<file path="src/pkg/ops_regs.svh">
`ifndef OPS_REGS_SVH
`define OPS_REGS_SVH
// Sequence timing
`define OPS_SEQ_TIME_S 20
`define OPS_CLK_HZ 125000000
// 20 s at 125 MHz, written out: the product overflows a signed int
`define OPS_SEQ_CYCLES 32'h9502_F900
// Switch debounce time in microseconds
`define OPS_DEB_TIME_US 1000
`define OPS_DEB_CYCLES (`OPS_DEB_TIME_US * (`OPS_CLK_HZ / 1000000))
// Unit address plug codes
`define OPS_ADDR_SERVICE 4'h8
`define OPS_ADDR_NONE 4'hF
`define OPS_PANEL_W 4
`endif

</file>
<file path="src/pkg/ops_pkg.sv">
`default_nettype none
package ops_pkg;
    typedef enum logic [2:0] {
        OPS_IDLE = 3'b000,
        OPS_SPINUP = 3'b001,
        OPS_HEADLOAD = 3'b011,
        OPS_READY = 3'b010,
        OPS_RETRACT = 3'b110,
        OPS_BRAKE = 3'b111
    } ops_state_t;
endpackage : ops_pkg
`default_nettype wire

</file>
<file path="src/pkg/ops_sw_if.sv">
`timescale 1ns/100ps
`default_nettype none
// Raw and debounced panel switches
interface ops_sw_if;
    logic [3:0] raw;
    logic [3:0] clean;
    modport deb (input raw, output clean);
    modport seq (output raw, input clean);
endinterface : ops_sw_if
`default_nettype wire

</file>
<file path="src/hw/ops_debounce.sv">
`timescale 1ns/100ps
`default_nettype none
`include "ops_regs.svh"
module ops_debounce #(
    parameter int W = 4,
    parameter int CNT = `OPS_DEB_CYCLES
) (
    input wire logic core_clk,
    input wire logic rst_n,
    ops_sw_if.deb sw
);
    import ops_pkg::*;
    typedef struct packed {
        logic [W-1:0] s1;
        logic [W-1:0] s2;
        logic [W-1:0] clean;
        logic [W-1:0] cand;
        logic [16:0] cnt;
    } ops_deb_t;
    ops_deb_t q, next_q;
    // Two-flop sync, then hold a changed value CNT cycles before accepting
    always_comb begin
        next_q = q;
        next_q.s1 = sw.raw;
        next_q.s2 = q.s1;
        if (q.s2 != q.cand) begin
            next_q.cand = q.s2;
            next_q.cnt = '0;
        end else if (q.cand != q.clean) begin
            if (q.cnt >= 17'(CNT - 1)) begin
                next_q.clean = q.cand;
            end else begin
                next_q.cnt = q.cnt + 17'h0001;
            end
        end
    end
    always_ff @(posedge core_clk or negedge rst_n) begin
        if (!rst_n) begin
            q <= '0;
        end else begin
            q <= next_q;
        end
    end
    assign sw.clean = q.clean;
endmodule : ops_debounce
`default_nettype wire

</file>
<file path="src/hw/ops_panel.sv">
`timescale 1ns/100ps
`default_nettype none
`include "ops_regs.svh"
module ops_panel #(
    parameter int unsigned SEQ_CYCLES = `OPS_SEQ_CYCLES,
    parameter int DEB_CYCLES = `OPS_DEB_CYCLES
) (
    input wire logic core_clk,
    input wire logic rst_n,
    input wire logic sw_start,
    input wire logic sw_stop,
    input wire logic sw_wprot,
    input wire logic sw_lamp_test,
    input wire logic sw_port_a,
    input wire logic sw_port_b,
    input wire logic door_closed,
    input wire logic interlocks_ok,
    input wire logic at_speed,
    input wire logic spindle_stopped,
    input wire logic heads_retracted,
    input wire logic seq_fault,
    input wire logic rw_safety_err,
    input wire logic standby_cmd,
    input wire logic port_a_lamp,
    input wire logic port_b_lamp,
    input wire logic read_cmd,
    input wire logic write_cmd,
    input wire logic writing,
    input wire logic [3:0] unit_address_plug,
    output logic door_lock,
    output logic spindle_run,
    output logic brake,
    output logic heads_load,
    output logic carriage_reverse,
    output logic head_select,
    output logic read_enable,
    output logic write_enable,
    output logic port_a_locked,
    output logic port_b_locked,
    output logic lamp_start,
    output logic lamp_ready,
    output logic lamp_unsafe,
    output logic lamp_standby,
    output logic lamp_wprot,
    output logic lamp_door,
    output logic lamp_port_a,
    output logic lamp_port_b,
    output logic [3:0] unit_addr,
    output logic unit_service,
    output logic unit_valid
);
    import ops_pkg::*;
    ops_sw_if sw ();
    assign sw.raw = {sw_lamp_test, sw_wprot, sw_stop, sw_start};
    // The start, stop, protect and lamp-test switches pass a filter before the sequencer sees them
    ops_debounce #(.W(`OPS_PANEL_W), .CNT(DEB_CYCLES)) u_deb (
        .core_clk(core_clk),
        .rst_n(rst_n),
        .sw(sw.deb)
    );
    logic c_start, c_stop, c_wprot, c_ltest;
    assign {c_ltest, c_wprot, c_stop, c_start} = sw.clean;

    typedef struct packed {
        ops_state_t st;
        logic [31:0] tmr;
        logic start_d;
        logic pwr_up;
        logic unsafe;
        logic standby;
        logic wp_eff;
        logic lock;
        logic run;
        logic brk;
        logic load;
        logic rev;
        logic hsel;
        logic rd_en;
        logic wr_en;
        logic pa;
        logic pb;
        logic l_start;
        logic l_ready;
        logic l_unsafe;
        logic l_standby;
        logic l_wprot;
        logic l_door;
        logic l_pa;
        logic l_pb;
        logic l_start_o;
        logic [3:0] addr;
        logic svc;
        logic addr_ok;
    } ops_panel_t;
    ops_panel_t q, next_q;

    logic start_press, start_ok, go, stop_req, abn, settled;
    // Timer limit check is shared by the start and stop sequences
    function automatic logic tmr_expired(input logic [31:0] t);
        return t >= 32'(SEQ_CYCLES - 1);
    endfunction : tmr_expired

    assign start_press = c_start && !q.start_d;
    assign start_ok = door_closed && interlocks_ok && !c_stop;

    always_comb begin
        next_q = q;
        next_q.start_d = c_start;
        go = 1'b0;
        settled = 1'b0;
        stop_req = c_stop || standby_cmd || !door_closed;
        abn = 1'b0;
        // Start press clears standby and unsafe when conditions hold
        if (start_press && start_ok && !standby_cmd) begin
            next_q.standby = 1'b0;
            next_q.unsafe = 1'b0;
        end
        unique case (q.st)
            OPS_IDLE: begin
                // Mains restore waits for the switch filter to settle, so
                // a switch held at stop is seen before any spin-up
                settled = q.tmr >= 32'(DEB_CYCLES + 3);
                if (q.pwr_up) begin
                    next_q.tmr = q.tmr + 32'h0000_0001;
                    next_q.pwr_up = !settled;
                end
                // A standing safety error keeps unsafe set, so no restart
                go = start_ok && !standby_cmd && (
                    (start_press && !rw_safety_err)
                    || (q.pwr_up && settled && !c_start && !q.unsafe));
                if (go) begin
                    next_q.st = OPS_SPINUP;
                    next_q.lock = 1'b1;
                    next_q.l_start = 1'b1;
                    next_q.tmr = '0;
                    next_q.pwr_up = 1'b0;
                end
            end
            OPS_SPINUP: begin
                next_q.tmr = q.tmr + 32'h0000_0001;
                next_q.run = q.lock && door_closed;
                if (stop_req) begin
                    next_q.st = OPS_RETRACT;
                end else if (seq_fault || tmr_expired(q.tmr)) begin
                    abn = 1'b1;
                    next_q.st = OPS_RETRACT;
                end else if (at_speed) begin
                    next_q.st = OPS_HEADLOAD;
                end
            end
            OPS_HEADLOAD: begin
                next_q.load = 1'b1;
                next_q.tmr = q.tmr + 32'h0000_0001;
                if (stop_req) begin
                    next_q.st = OPS_RETRACT;
                end else if (seq_fault || tmr_expired(q.tmr)) begin
                    abn = 1'b1;
                    next_q.st = OPS_RETRACT;
                end else if (!heads_retracted) begin
                    next_q.st = OPS_READY;
                end
            end
            OPS_READY: begin
                if (stop_req || seq_fault) begin
                    abn = seq_fault;
                    next_q.st = OPS_RETRACT;
                end
            end
            OPS_RETRACT: begin
                next_q.load = 1'b0;
                next_q.rev = 1'b1;
                if (heads_retracted) begin
                    next_q.st = OPS_BRAKE;
                    next_q.tmr = '0;
                end
            end
            OPS_BRAKE: begin
                next_q.rev = 1'b0;
                next_q.run = 1'b0;
                next_q.brk = 1'b1;
                next_q.tmr = q.tmr + 32'h0000_0001;
                // Door unlocks once rotation has stopped or the brake timer expires
                if (spindle_stopped || tmr_expired(q.tmr)) begin
                    next_q.st = OPS_IDLE;
                    next_q.brk = 1'b0;
                    next_q.lock = 1'b0;
                end
            end
            default: next_q.st = OPS_IDLE;
        endcase
        // Any stop drops start and ready lamps at once
        if (q.st != OPS_IDLE && (stop_req || abn)) begin
            next_q.l_start = 1'b0;
        end
        if (standby_cmd && q.st != OPS_IDLE) begin
            next_q.standby = 1'b1;
        end
        if (abn || rw_safety_err) begin
            next_q.unsafe = 1'b1;
        end
        // Protect latches only when no write runs
        if (!writing) begin
            next_q.wp_eff = c_wprot;
        end
        next_q.hsel = q.st == OPS_READY && !(read_cmd && write_cmd);
        next_q.rd_en = next_q.hsel && read_cmd;
        next_q.wr_en = next_q.hsel && write_cmd && !next_q.wp_eff;
        next_q.pa = sw_port_a && !sw_port_b;
        next_q.pb = sw_port_b && !sw_port_a;
        next_q.addr = unit_address_plug;
        next_q.svc = unit_address_plug == `OPS_ADDR_SERVICE;
        next_q.addr_ok = unit_address_plug <= `OPS_ADDR_SERVICE;
        // Lamp test overrides every indicator
        next_q.l_ready = c_ltest
            || (next_q.st == OPS_READY && !stop_req);
        next_q.l_start_o = c_ltest || next_q.l_start;
        next_q.l_unsafe = c_ltest || next_q.unsafe;
        next_q.l_standby = c_ltest || next_q.standby;
        next_q.l_wprot = c_ltest || c_wprot;
        next_q.l_door = c_ltest || next_q.lock;
        next_q.l_pa = c_ltest || port_a_lamp;
        next_q.l_pb = c_ltest || port_b_lamp;
    end

    // Reset state marks the next idle spell as a mains restore
    always_ff @(posedge core_clk or negedge rst_n) begin
        if (!rst_n) begin
            q <= '0;
            q.pwr_up <= 1'b1;
        end else begin
            q <= next_q;
        end
    end

    assign door_lock = q.lock;
    assign spindle_run = q.run;
    assign brake = q.brk;
    assign heads_load = q.load;
    assign carriage_reverse = q.rev;
    assign head_select = q.hsel;
    assign read_enable = q.rd_en;
    assign write_enable = q.wr_en;
    assign port_a_locked = q.pa;
    assign port_b_locked = q.pb;
    assign lamp_start = q.l_start_o;
    assign lamp_ready = q.l_ready;
    assign lamp_unsafe = q.l_unsafe;
    assign lamp_standby = q.l_standby;
    assign lamp_wprot = q.l_wprot;
    assign lamp_door = q.l_door;
    assign lamp_port_a = q.l_pa;
    assign lamp_port_b = q.l_pb;
    assign unit_addr = q.addr;
    assign unit_service = q.svc;
    assign unit_valid = q.addr_ok;
endmodule : ops_panel
`default_nettype wire

</file>
<file path="config.mk">
export PLATFORM = sky130hd
export DESIGN_NAME = ops_panel
export DESIGN_NICKNAME = d
export VERILOG_FILES = /design/src/pkg/ops_pkg.sv /design/src/pkg/ops_sw_if.sv /design/src/hw/ops_debounce.sv /design/src/hw/ops_panel.sv
export VERILOG_INCLUDE_DIRS = /design/src /design/src/pkg
export SDC_FILE = /design/constraint.sdc
export NUM_CORES = 1
export LEC_CHECK = 0
export ABC_AREA = 1
export BUFFER_PORTS_ARGS = -buffer_cell sky130_fd_sc_hd__buf_2
export CORE_MARGIN = 3
export CORE_UTILIZATION = 58
export DETAILED_ROUTE_END_ITERATION = 8
export PLACE_DENSITY = 0.78
export SETUP_SLACK_MARGIN = 0.4
export SLEW_MARGIN = 10
export SYNTH_ARGS = -nofsm -noshare
export SYNTH_HDL_FRONTEND = slang
export SYNTH_SLANG_ARGS = --single-unit
</file>
<file path="constraint.sdc">
create_clock -name core_clk -period 2.5 [get_ports core_clk]
set_input_delay 0.375 -clock core_clk [delete_from_list [all_inputs] [get_ports core_clk]]
set_output_delay 0.375 -clock core_clk [all_outputs]
set_load 0.1 [all_outputs]
</file>
==> results.tsv, run 1 <==
metric	value	unit
status	finished clean	
r2r-end	q[46]	
crit_type	register to register	
vias	5065	
cp_num_buf_inv	2	
max_slew_margin	62.74	%
synth_cell_types	37	
cts_tree	built	
die_area	0.01088	sq mm
antennaDiodeCount	0	
dp_hpwl	9191	um
fill_cells	758	
worstPathArrival	2.34	ns
htree_levels	3	
reg2reg_slack	0.46	ns
grt_pass1_vias	4764	
dp_cells	904	
ys_seq_area_share	43.78	%
holdPathEnd	u_deb.next_q[27]	
peakVddDrop	0.0003375	V
die_x	104.3	um
worst_pin_slew	0.5537	ns
r2r_cells	16	
period_needed	2.038	ns
required	2.80	ns
synth_nets	780	
rows	35	
syn2layout_area_growth	14.56	%
finalSetupViolCount	0	
cts_buffers	9	
slowest_stage	dfrtp_1	
drc	0	
rsz0062_at_grt	yes	
vias_per_cell	5.411	
clk_latency	0.37	ns
dpl_cell_area	0.005866	sq mm
clockRootBuffer	clkbuf_8	
critical_path.top_delay_family	simple AND/OR/NAND/NOR gates	
postSynthAreaPerCell	7.442	sq um
p_leak	2.929	nW
power.density	443.3	mW/mm^2
io_pins	49	
drt_iter0_drc	359	
wl_per_cell	14.59	um
slew_viol_final	0	
cp-end-kind	register	
cp-start-kind	register	
multi_input_area	0.002785	sq mm
wl	13650	um
path_clk_slew	0.11	ns
io_buffers	48	
hold_ws	0.1109	ns
cts_buffer_depth	2	
final_cell_area	0.006420	sq mm
path_max_fanout	8	
max_freq	0.4907	GHz
core-area	0.009328	sq mm
firstDrtPassIters	5	
path_cells	ha_4, nand2_2, nand3_2, nand2_1, nand2_1, nand2_1, nand2_1, nand2_1, nand2_2, nand2_4, nand2_4, o21ai_4, buf_12, clkbuf_16, nand2_2, o21ai_1	
post-route-period-util	81.51	%
synth_seq_cells	98	
grt_use_total	24.23	%
gp_congestion	0.9780	
min_path_cells	1	
cts.sink_count	98	
final-instance-count-excl-fill	936	
grt_pass1_wl	21870	um
critPathMostFrequentCell	nand2_1	
die_y	104.3	um
grt_max_degree	41	
fin_nets	829	
antenna_found_initial	0	
yosysWarnings	0	
drive_gt1_share	16.36	%
initial_core_util	60.08	%
hold_violations	0	
slowest_delay	0.44	ns
finalPower	2.846	mW
fin_skew	0.02086	ns
holdCritPathClass	input pin to register	
drt.antenna.violating_nets	0	
seq_area	0.002456	sq mm
hold_start	sw_wprot	
netlist_instances	753	
grt_overflow	0	
cap_viol_max_count	0	
r2r-start	q[31]	
fin_setup_tns	0	ns
synth_area	0.005604	sq mm
==> power breakdown <==
part           internal [mW]  switching (mW)
sequential              1.61          0.0122
clock                  0.399           0.647
combinational         0.0435           0.140
==> cell families after synthesis <==
family,count (synthesis),synth area share (%)
compound gates,65,6.207
xor+xnor,45,7.033
fa+ha+maj,2,0.4465
buf+inv,108,8.730
flops,98,43.78
simple gates,435,33.80
==> per-stage QoR <==
stage	utilization (%)	setup WS [ns]
final	68.83	0.4621
after global routing	68.83	0.3524
after CTS	65.77	0.4275
after detailed placement	62.88	0.3868
after global placement	62.88	0.4519
after floorplan	-	0.6470
==> state kept, by name (all words and copies together) (netlist names), 4 cells and up <==
signal,flops
q,41
u_deb.q,25
u_deb.next_q,4
u_deb.sw.clean,4
unit_addr,4
==> synthesized netlist by cell type (all sizes together) <==
master	instances	share of area, %
a22oi	1	0.13
nand3	45	4.0
nor3b	2	0.27
xnor2	13	2.0
a21boi	1	0.13
ha	2	0.45
clkbuf	11	0.74
o21ai	55	5.1
nor4	10	1.4
dfrtp	97	43
nand2	211	14
and3	1	0.11
a2bb2oi	1	0.16
nor3	27	2.6
o211ai	1	0.13
xor2	32	5.0
inv	75	5.0
nand3b	4	0.54
and2	1	0.11
dfstp	1	0.47
a21oi	6	0.54
nor2	107	7.3
nand2b	1	0.11
or2	7	0.78
nand4	19	2.2
buf	22	3.0
==> layer usage <==
layer  wire length [um]  vias up  track usage, %
li1                   -     2481               -
met1               6185     2381           33.65
met2               6466      182           39.62
met3                801       21           3.538
met4                200        0           7.123
met5                  0        -               0
==> layout by cell type, fill, tap and decap left out, types with 2 or more instances in the layout <==
cell       count
nand3b_1       4
xnor2_1       13
buf_4         13
dfrtp_2        2
o21ai_1       29
inv_2          3
nor2_2         5
buf_12         2
nor4_1         6
nor3b_1        2
nor2_1       101
a21oi_1        6
nand2_1      201
clkbuf_16      3
nor3_4         2
xor2_1        32
dfrtp_1       95
nand3_1       44
inv_8          2
buf_6          4
clkbuf_8       9
nand2_2        7
nor3_1        24
buf_2         47
clkinv_4       3
o21ai_2        5
nor4_2         3
inv_1         72
or2_2          7
nand4_1       18
clkinv_8       2
nand2_4        2
o21ai_0       20
==> timing repair <==
action                                  in CTS  in global routing
endpoints found under the setup margin       4                 60
pin swaps                                    1                  6
hold buffers                                 1                  0
buffers inserted                             1                  8
hold endpoints to repair                    29                  0
gates cloned                                 1                  5
gates resized for setup                      3                 33
==> layout make-up <==
cell class | instances | area share, %
well taps | 129 | 2.514
repair buffers | 71 | 8.263
clock inverters | 7 | 1.267
flip-flops and latches | 98 | 38.26
multi-input cells | 547 | 43.38
inverters | 75 | 4.385
clock buffers | 9 | 1.929
==> how the worst max path moves through the flow <==
stage	slack [ns]	startpoint	depth (start not counted)	to
after floorplan	0.65	q[30]	14	q[39]
final	0.46	q[31]	16	q[46]
after detailed placement	0.39	q[30]	16	q[33]
after global routing	0.35	u_deb.q[9]	8	u_deb.q[4]
after global placement	0.45	u_deb.q[1]	8	u_deb.q[2]
after CTS	0.43	q[30]	16	q[57]
No activity file was read; power rests on OpenSTA's default activity.
==> run 2: changes to the inputs <==
clock period = 1.9 ns   (was 2.5 ns; I/O delays follow)
==> run 2 against run 1 <==
The flow now finishes with violations (negative setup slack). Hold slack got worse by 0.096 ns. Critical path depth grew 1. Clock power rose by 37%. Sequential power is 31% higher. Die area is the same. Wire length increased by 33%. Clock skew down 0.0058 ns. Worst setup slack lost 0.68 ns. Combinational power increased by 72%. Total power grew 37%. First-iteration DRC count rose by 45%. Cell count is 8.5% higher. Critical path type unchanged. Largest cell class unchanged. Largest power group unchanged. Highest routed layer unchanged.
==> results.tsv, run 2 (synthesized netlist as in run 1, its figures left out) <==
metric	value	unit
antennaDiodeCount	0	
slowest_delay	0.43	ns
slowest_stage	dfrtp_1	
drt_iter0_drc	519	
cts.sink_count	98	
wl	18220	um
antenna_found_initial	0	
rsz0062_at_grt	yes	
grt_overflow	0	
grt_use_total	29.56	%
max_freq	0.4722	GHz
clockRootBuffer	clkbuf_8	
largest_reg_flops	41	
htree_levels	3	
power.density	493.1	mW/mm^2
vias_per_cell	5.765	
core-area	0.009328	sq mm
mostFrequentLayoutCells	153 x nand2_1, 88 x nor2_1, 87 x dfrtp_1, 63 x buf_4, 61 x inv_1	
hold_violations	0	
fill_cells	516	
path_max_fanout	5	
layout_commonest_cell	nand2_1	
drive_gt1_share	37.88	%
cap_viol_max_count	0	
syn2layout_area_growth	40.61	%
required	2.20	ns
cp-start-kind	register	
path_cells	ha_4, nand2_2, nand3_2, nand2_1, nand2_1, nand2_1, nand2_1, nand2_1, nand2_2, nand2_4, nand2_4, o21ai_4, buf_6, buf_8, buf_12, nand2_1, o21ai_1	
wl_per_cell	17.93	um
worst_pin_slew	0.5536	ns
clk_latency	0.38	ns
die_area	0.01088	sq mm
cts_buffer_depth	2	
io_pins	49	
peakVddDrop	0.0004968	V
cts_tree	built	
met3_length	1503	um
p_leak	3.502	nW
finalSetupViolCount	32	
seq_area	0.002466	sq mm
multi_input_area	0.003398	sq mm
firstDrtPassIters	6	
worstPathArrival	2.42	ns
crit_type	register to register	
final_core_util	84.48	%
drt.antenna.violating_nets	0	
route.met2.wl	8783	um
rows	35	
routed.top_layer	met4	
cp-end-kind	register	
drc	0	
regMostFlops	q	
post-route-period-util	111.4	%
period_needed	2.118	ns
min_path_cells	1	
final.setup.worst_slack	-0.2175	ns
biggestRegsByFlops	q x41, u_deb.q x25	
status	finished, violations left	
grt_pass1_vias	5407	
slew_viol_final	0	
finalPower	3.886	mW
gp_congestion	0.9744	
holdCritPathClass	input pin to register	
fin_skew	0.01508	ns
grt_pass1_wl	26050	um
die_y	104.3	um
grt_max_degree	31	
r2r_cells	17	
path_clk_slew	0.11	ns
die_x	104.3	um
reg2reg_slack	-0.22	ns
critPathMostFrequentCell	nand2_1	
initial_core_util	60.08	%
dp_hpwl	10290	um
io_buffers	48	
max_slew_margin	63.09	%
vias	5857	
violations	negative setup slack	
cts_buffers	9	
wl_met1	7332	um
fin_nets	909	
[run 2: changes by cell type in the layout (fill, tap and decap cells not counted), moves of 16 or more]
cell / before / now
nand2_1: 201 / 153
o21ai_0: 20 / 4
buf_4: 13 / 63
nand2_4: 2 / 18
nand3_2: 1 / 22
nand2_2: 7 / 37
nand3_1: 44 / 20
[run 2: final timing paths]
kind                                   from          endpoint
setup reg to reg                      q[31]             q[35]
setup / recovery                      q[31]             q[35]
min in group asynchronous             rst_n             q[48]
hold / removal                      sw_stop  u_deb.next_q[26]
max in group asynchronous             rst_n        u_deb.q[1]
hold reg to reg            u_deb.next_q[26]       u_deb.q[26]
[run 2: cell type report]
cell class | count | share of cell area (%)
Clock buffer | 9 | 1.572
Clock inverter | 7 | 1.000
Inverter | 75 | 3.604
Multi-Input combinational cell | 550 | 43.12
Sequential cell | 98 | 31.30
Tap cell | 129 | 2.048
Timing Repair Buffer | 148 | 17.35
[run 2: worst max-delay path: cells and delay by family, from the launching register on]
kind,cells,cell delay (ns)
compound gates,2,0.26
fa+ha+maj,1,0.19
buf+inv,3,0.39
flops,1,0.43
simple gates,11,0.76
[run 2: repair_timing]
item / in CTS / in global routing
pin swaps: 41 / 41
hold buffers: 3 / 1
hold endpoints to repair: 26 / 1
cloned: 7 / 5
setup endpoints to repair: 66 / 71
setup buffers: 30 / 17
gates resized for setup: 81 / 127
[run 2: layer usage]
metal  track usage, %  vias to the layer above
met5                0                        -
li1                 -                     2663
met3            4.345                       68
met4            7.217                        0
met2            48.57                      323
met1            41.39                     2803
[run 2: power breakdown]
part | total, mW | leakage (nW) | internal (mW) | switching [mW]
combinational | 0.314 | 2.13 | 0.0909 | 0.223
clock | 1.44 | 0.102 | 0.523 | 0.916
sequential | 2.13 | 1.27 | 2.11 | 0.0191
total | 3.89 | 3.50 | 2.73 | 1.16
[run 2: metrics by stage]
step	worst slack (ns)	std cells	TNS, ns	hold WS, ns	cell area (sq um)
3_5_place_dp	-0.004503	937	-0.006288	0.2425	6280
5_1_grt	-0.2762	1016	-7.535	0.002028	7880
4_1_cts	0.007339	993	0	0.009121	7196
2_1_floorplan	0.1247	753	0	-0.01059	5748
6_report	-0.2175	1016	-4.922	0.01535	7880
3_3_place_gp	0.01760	937	0	0.2390	6280
==> run 3: changes to the inputs <==
SETUP_SLACK_MARGIN = 0.05   (was 0.4)
==> run 3 against run 2 <==
The flow still finishes with violations (negative setup slack). Wire length down 18%. Sequential cell count is the same. Clock skew is 0.0039 ns higher. Total power is 3.1% lower. Clock-buffer cell count stayed put. Global-route usage is 3.2 points lower. Clock power is 4% lower. Die area did not move. Cell count decreased by 1.4%. Utilization fell by 8.0 points. Non-clock buffer count is 11 lower. Highest routed layer unchanged. Via count fell by 7.5%. Largest power group unchanged.
==> results.tsv, run 3 (synthesized netlist as in run 1, its figures left out) <==
metric	value	unit
status	finished, violations left	
violations	negative setup slack	
dp_hpwl	9898	um
cap_viol_max_count	0	
antennaDiodeCount	0	
syn2layout_area_growth	27.22	%
r2r-end	q[42]	
drt_iter0_drc	373	
die_y	104.3	um
drc	0	
antenna_found_initial	0	
finalSetupViolCount	33	
power_frac_comb	6.9	%
cts.sink_count	98	
regMostFlops	q	
fill_cells	683	
slowest_delay	0.43	ns
drive_gt1_share	26.35	%
cts_buffer_depth	2	
wl_per_cell	14.88	um
rows	35	
critPathMostFrequentCell	nand2_1	
grt_use_total	26.37	%
cp-start-kind	register	
worstPathArrival	2.29	ns
p_leak	3.329	nW
slew_viol_final	0	
final-instance-count-excl-fill	1002	
gp_congestion	0.9274	
crit_start	q[31]	
post-place-ws	-0.03869	ns
pwr-share-seq	56.5	%
required	2.20	ns
io_pins	49	
clk_latency	0.37	ns
path_max_fanout	8	
fin_nets	895	
crit_type	register to register	
cts_buffers	9	
path_clk_slew	0.11	ns
critPathCapture	q[42]	
reg2reg_slack	-0.09	ns
clockRootBuffer	clkbuf_8	
p_int	2.705	mW
switchingPower	1.060	mW
io_buffers	48	
initial_core_util	60.08	%
critical_path_depth	16	
path_cells	ha_4, nand2_2, nand3_2, nand2_1, nand2_1, nand2_1, nand2_1, nand2_1, nand2_2, nand2_4, nand2_4, o21ai_4, buf_12, clkbuf_16, nand2_1, o21ai_1	
slowest_stage	dfrtp_1	
holdCritPathClass	input pin to register	
rsz0062_at_grt	yes	
post-route-period-util	104.5	%
die_area	0.01088	sq mm
peakVddDrop	0.0005225	V
worst_pin_slew	0.5060	ns
r2r-start	q[31]	
max_slew_margin	65.95	%
vias_per_cell	5.407	
max_freq	0.5035	GHz
mostFrequentLayoutCells	187 x nand2_1, 99 x nor2_1, 93 x dfrtp_1, 72 x buf_4, 68 x inv_1	
grt_pass1_wl	23750	um
htree_levels	3	
cp_num_buf_inv	2	
fin_skew	0.01902	ns
cts_tree	built	
cp-end-kind	register	
core-area	0.009328	sq mm
grt_overflow	0	
grt_max_degree	46	
final.setup.worst_slack	-0.08592	ns
sw_frac_of_total	28.16	%
final_core_util	76.43	%
biggestRegsByFlops	q x41, u_deb.q x25	
r2r_cells	16	
wl	14910	um
hold_violations	0	
critical_path.top_delay_family	simple AND/OR/NAND/NOR gates	
period_needed	1.986	ns
drt.antenna.violating_nets	0	
fin_setup_tns	-1.811	ns
die_x	104.3	um
grt_pass1_vias	5209	
largest_reg_flops	41	
pwr-share-clk	36.6	%
dp_cells	955	
vias	5418	
firstDrtPassIters	5	
power.density	528.1	mW/mm^2
layout_commonest_cell	nand2_1	
[run 3: cell types whose count changed in the layout (fill, tap and decap cells not counted), sizes merged]
cell         before  now
inv              78   77
dlygate4sd3       4    3
clkinv            4    5
nand2           214  211
buf             138  132
clkbuf           15   11
[run 3: repair_timing]
| item | in CTS | in global routing |
|---|---|---|
| cloned | 3 | 3 |
| resized for setup | 25 | 62 |
| hold endpoints to repair | 15 | 2 |
| setup endpoints to repair | 37 | 65 |
| setup buffers | 12 | 12 |
| pin swaps | 3 | 16 |
| hold buffers | 1 | 2 |
[run 3: through the flow]
stage                     instance area (sq um)  hold WS (ns)  total power, mW
after detailed placement                   6301        0.1732            2.416
final                                      7129       0.01475            3.765
after CTS                                  6769      0.002201            3.773
after global routing                       7129      0.002053            3.898
after floorplan                            5610      -0.01059            2.314
after global placement                     6301        0.1710            2.408
[run 3: worst min-delay path by stage]
stage / start / endpoint / slack (ns) / depth (start not counted)
CTS: sw_stop / u_deb.next_q[26] / 0.002 / 1
floorplan: rst_n / brake / -0.01 / 0
global route: sw_stop / u_deb.next_q[26] / 0.002 / 1
finish: sw_stop / u_deb.next_q[26] / 0.01 / 1
detailed placement: rst_n / q[50] / 0.17 / 1
global placement: rst_n / q[50] / 0.17 / 1
[run 3: cell type report]
| type | instances | area (sq um) | share of cell area (%) |
|---|---|---|---|
| clock inverters | 7 | 81.33 | 1.141 |
| well taps | 129 | 161.4 | 2.264 |
| multi-input cells | 547 | 2909 | 40.80 |
| repair buffers | 137 | 1111 | 15.58 |
| inverters | 75 | 284.0 | 3.984 |
| flip-flops and latches | 98 | 2459 | 34.49 |
| clock buffers | 9 | 123.9 | 1.737 |
[run 3: worst reg2reg max path: cells and delay by family, from the launching register on]
family	cells	cell delay, ns
DFF	1	0.43
AOI/OAI and AO/OA	2	0.24
buffers and inverters	2	0.36
adders and majority gates	1	0.18
and+or+nand+nor	11	0.71
[run 3: power groups by stage]
stage          Clock (mW)  Combinational, mW  Sequential [mW]
3_3_place_gp            0              0.241             2.17
5_1_grt              1.49              0.279             2.13
4_1_cts              1.39              0.253             2.13
3_5_place_dp            0              0.248             2.17
2_1_floorplan           0             0.0943             2.22
6_report             1.38              0.259             2.13
[run 3: metal layers]
layer | vias to the layer above | GRT usage, % | share of wire, %
li1 | 2617 | - | -
met1 | 2581 | 35.30 | 44
met2 | 190 | 44.14 | 48
met3 | 30 | 4.345 | 5.7
met4 | 0 | 7.882 | 2.0
met5 | - | 0 | 0
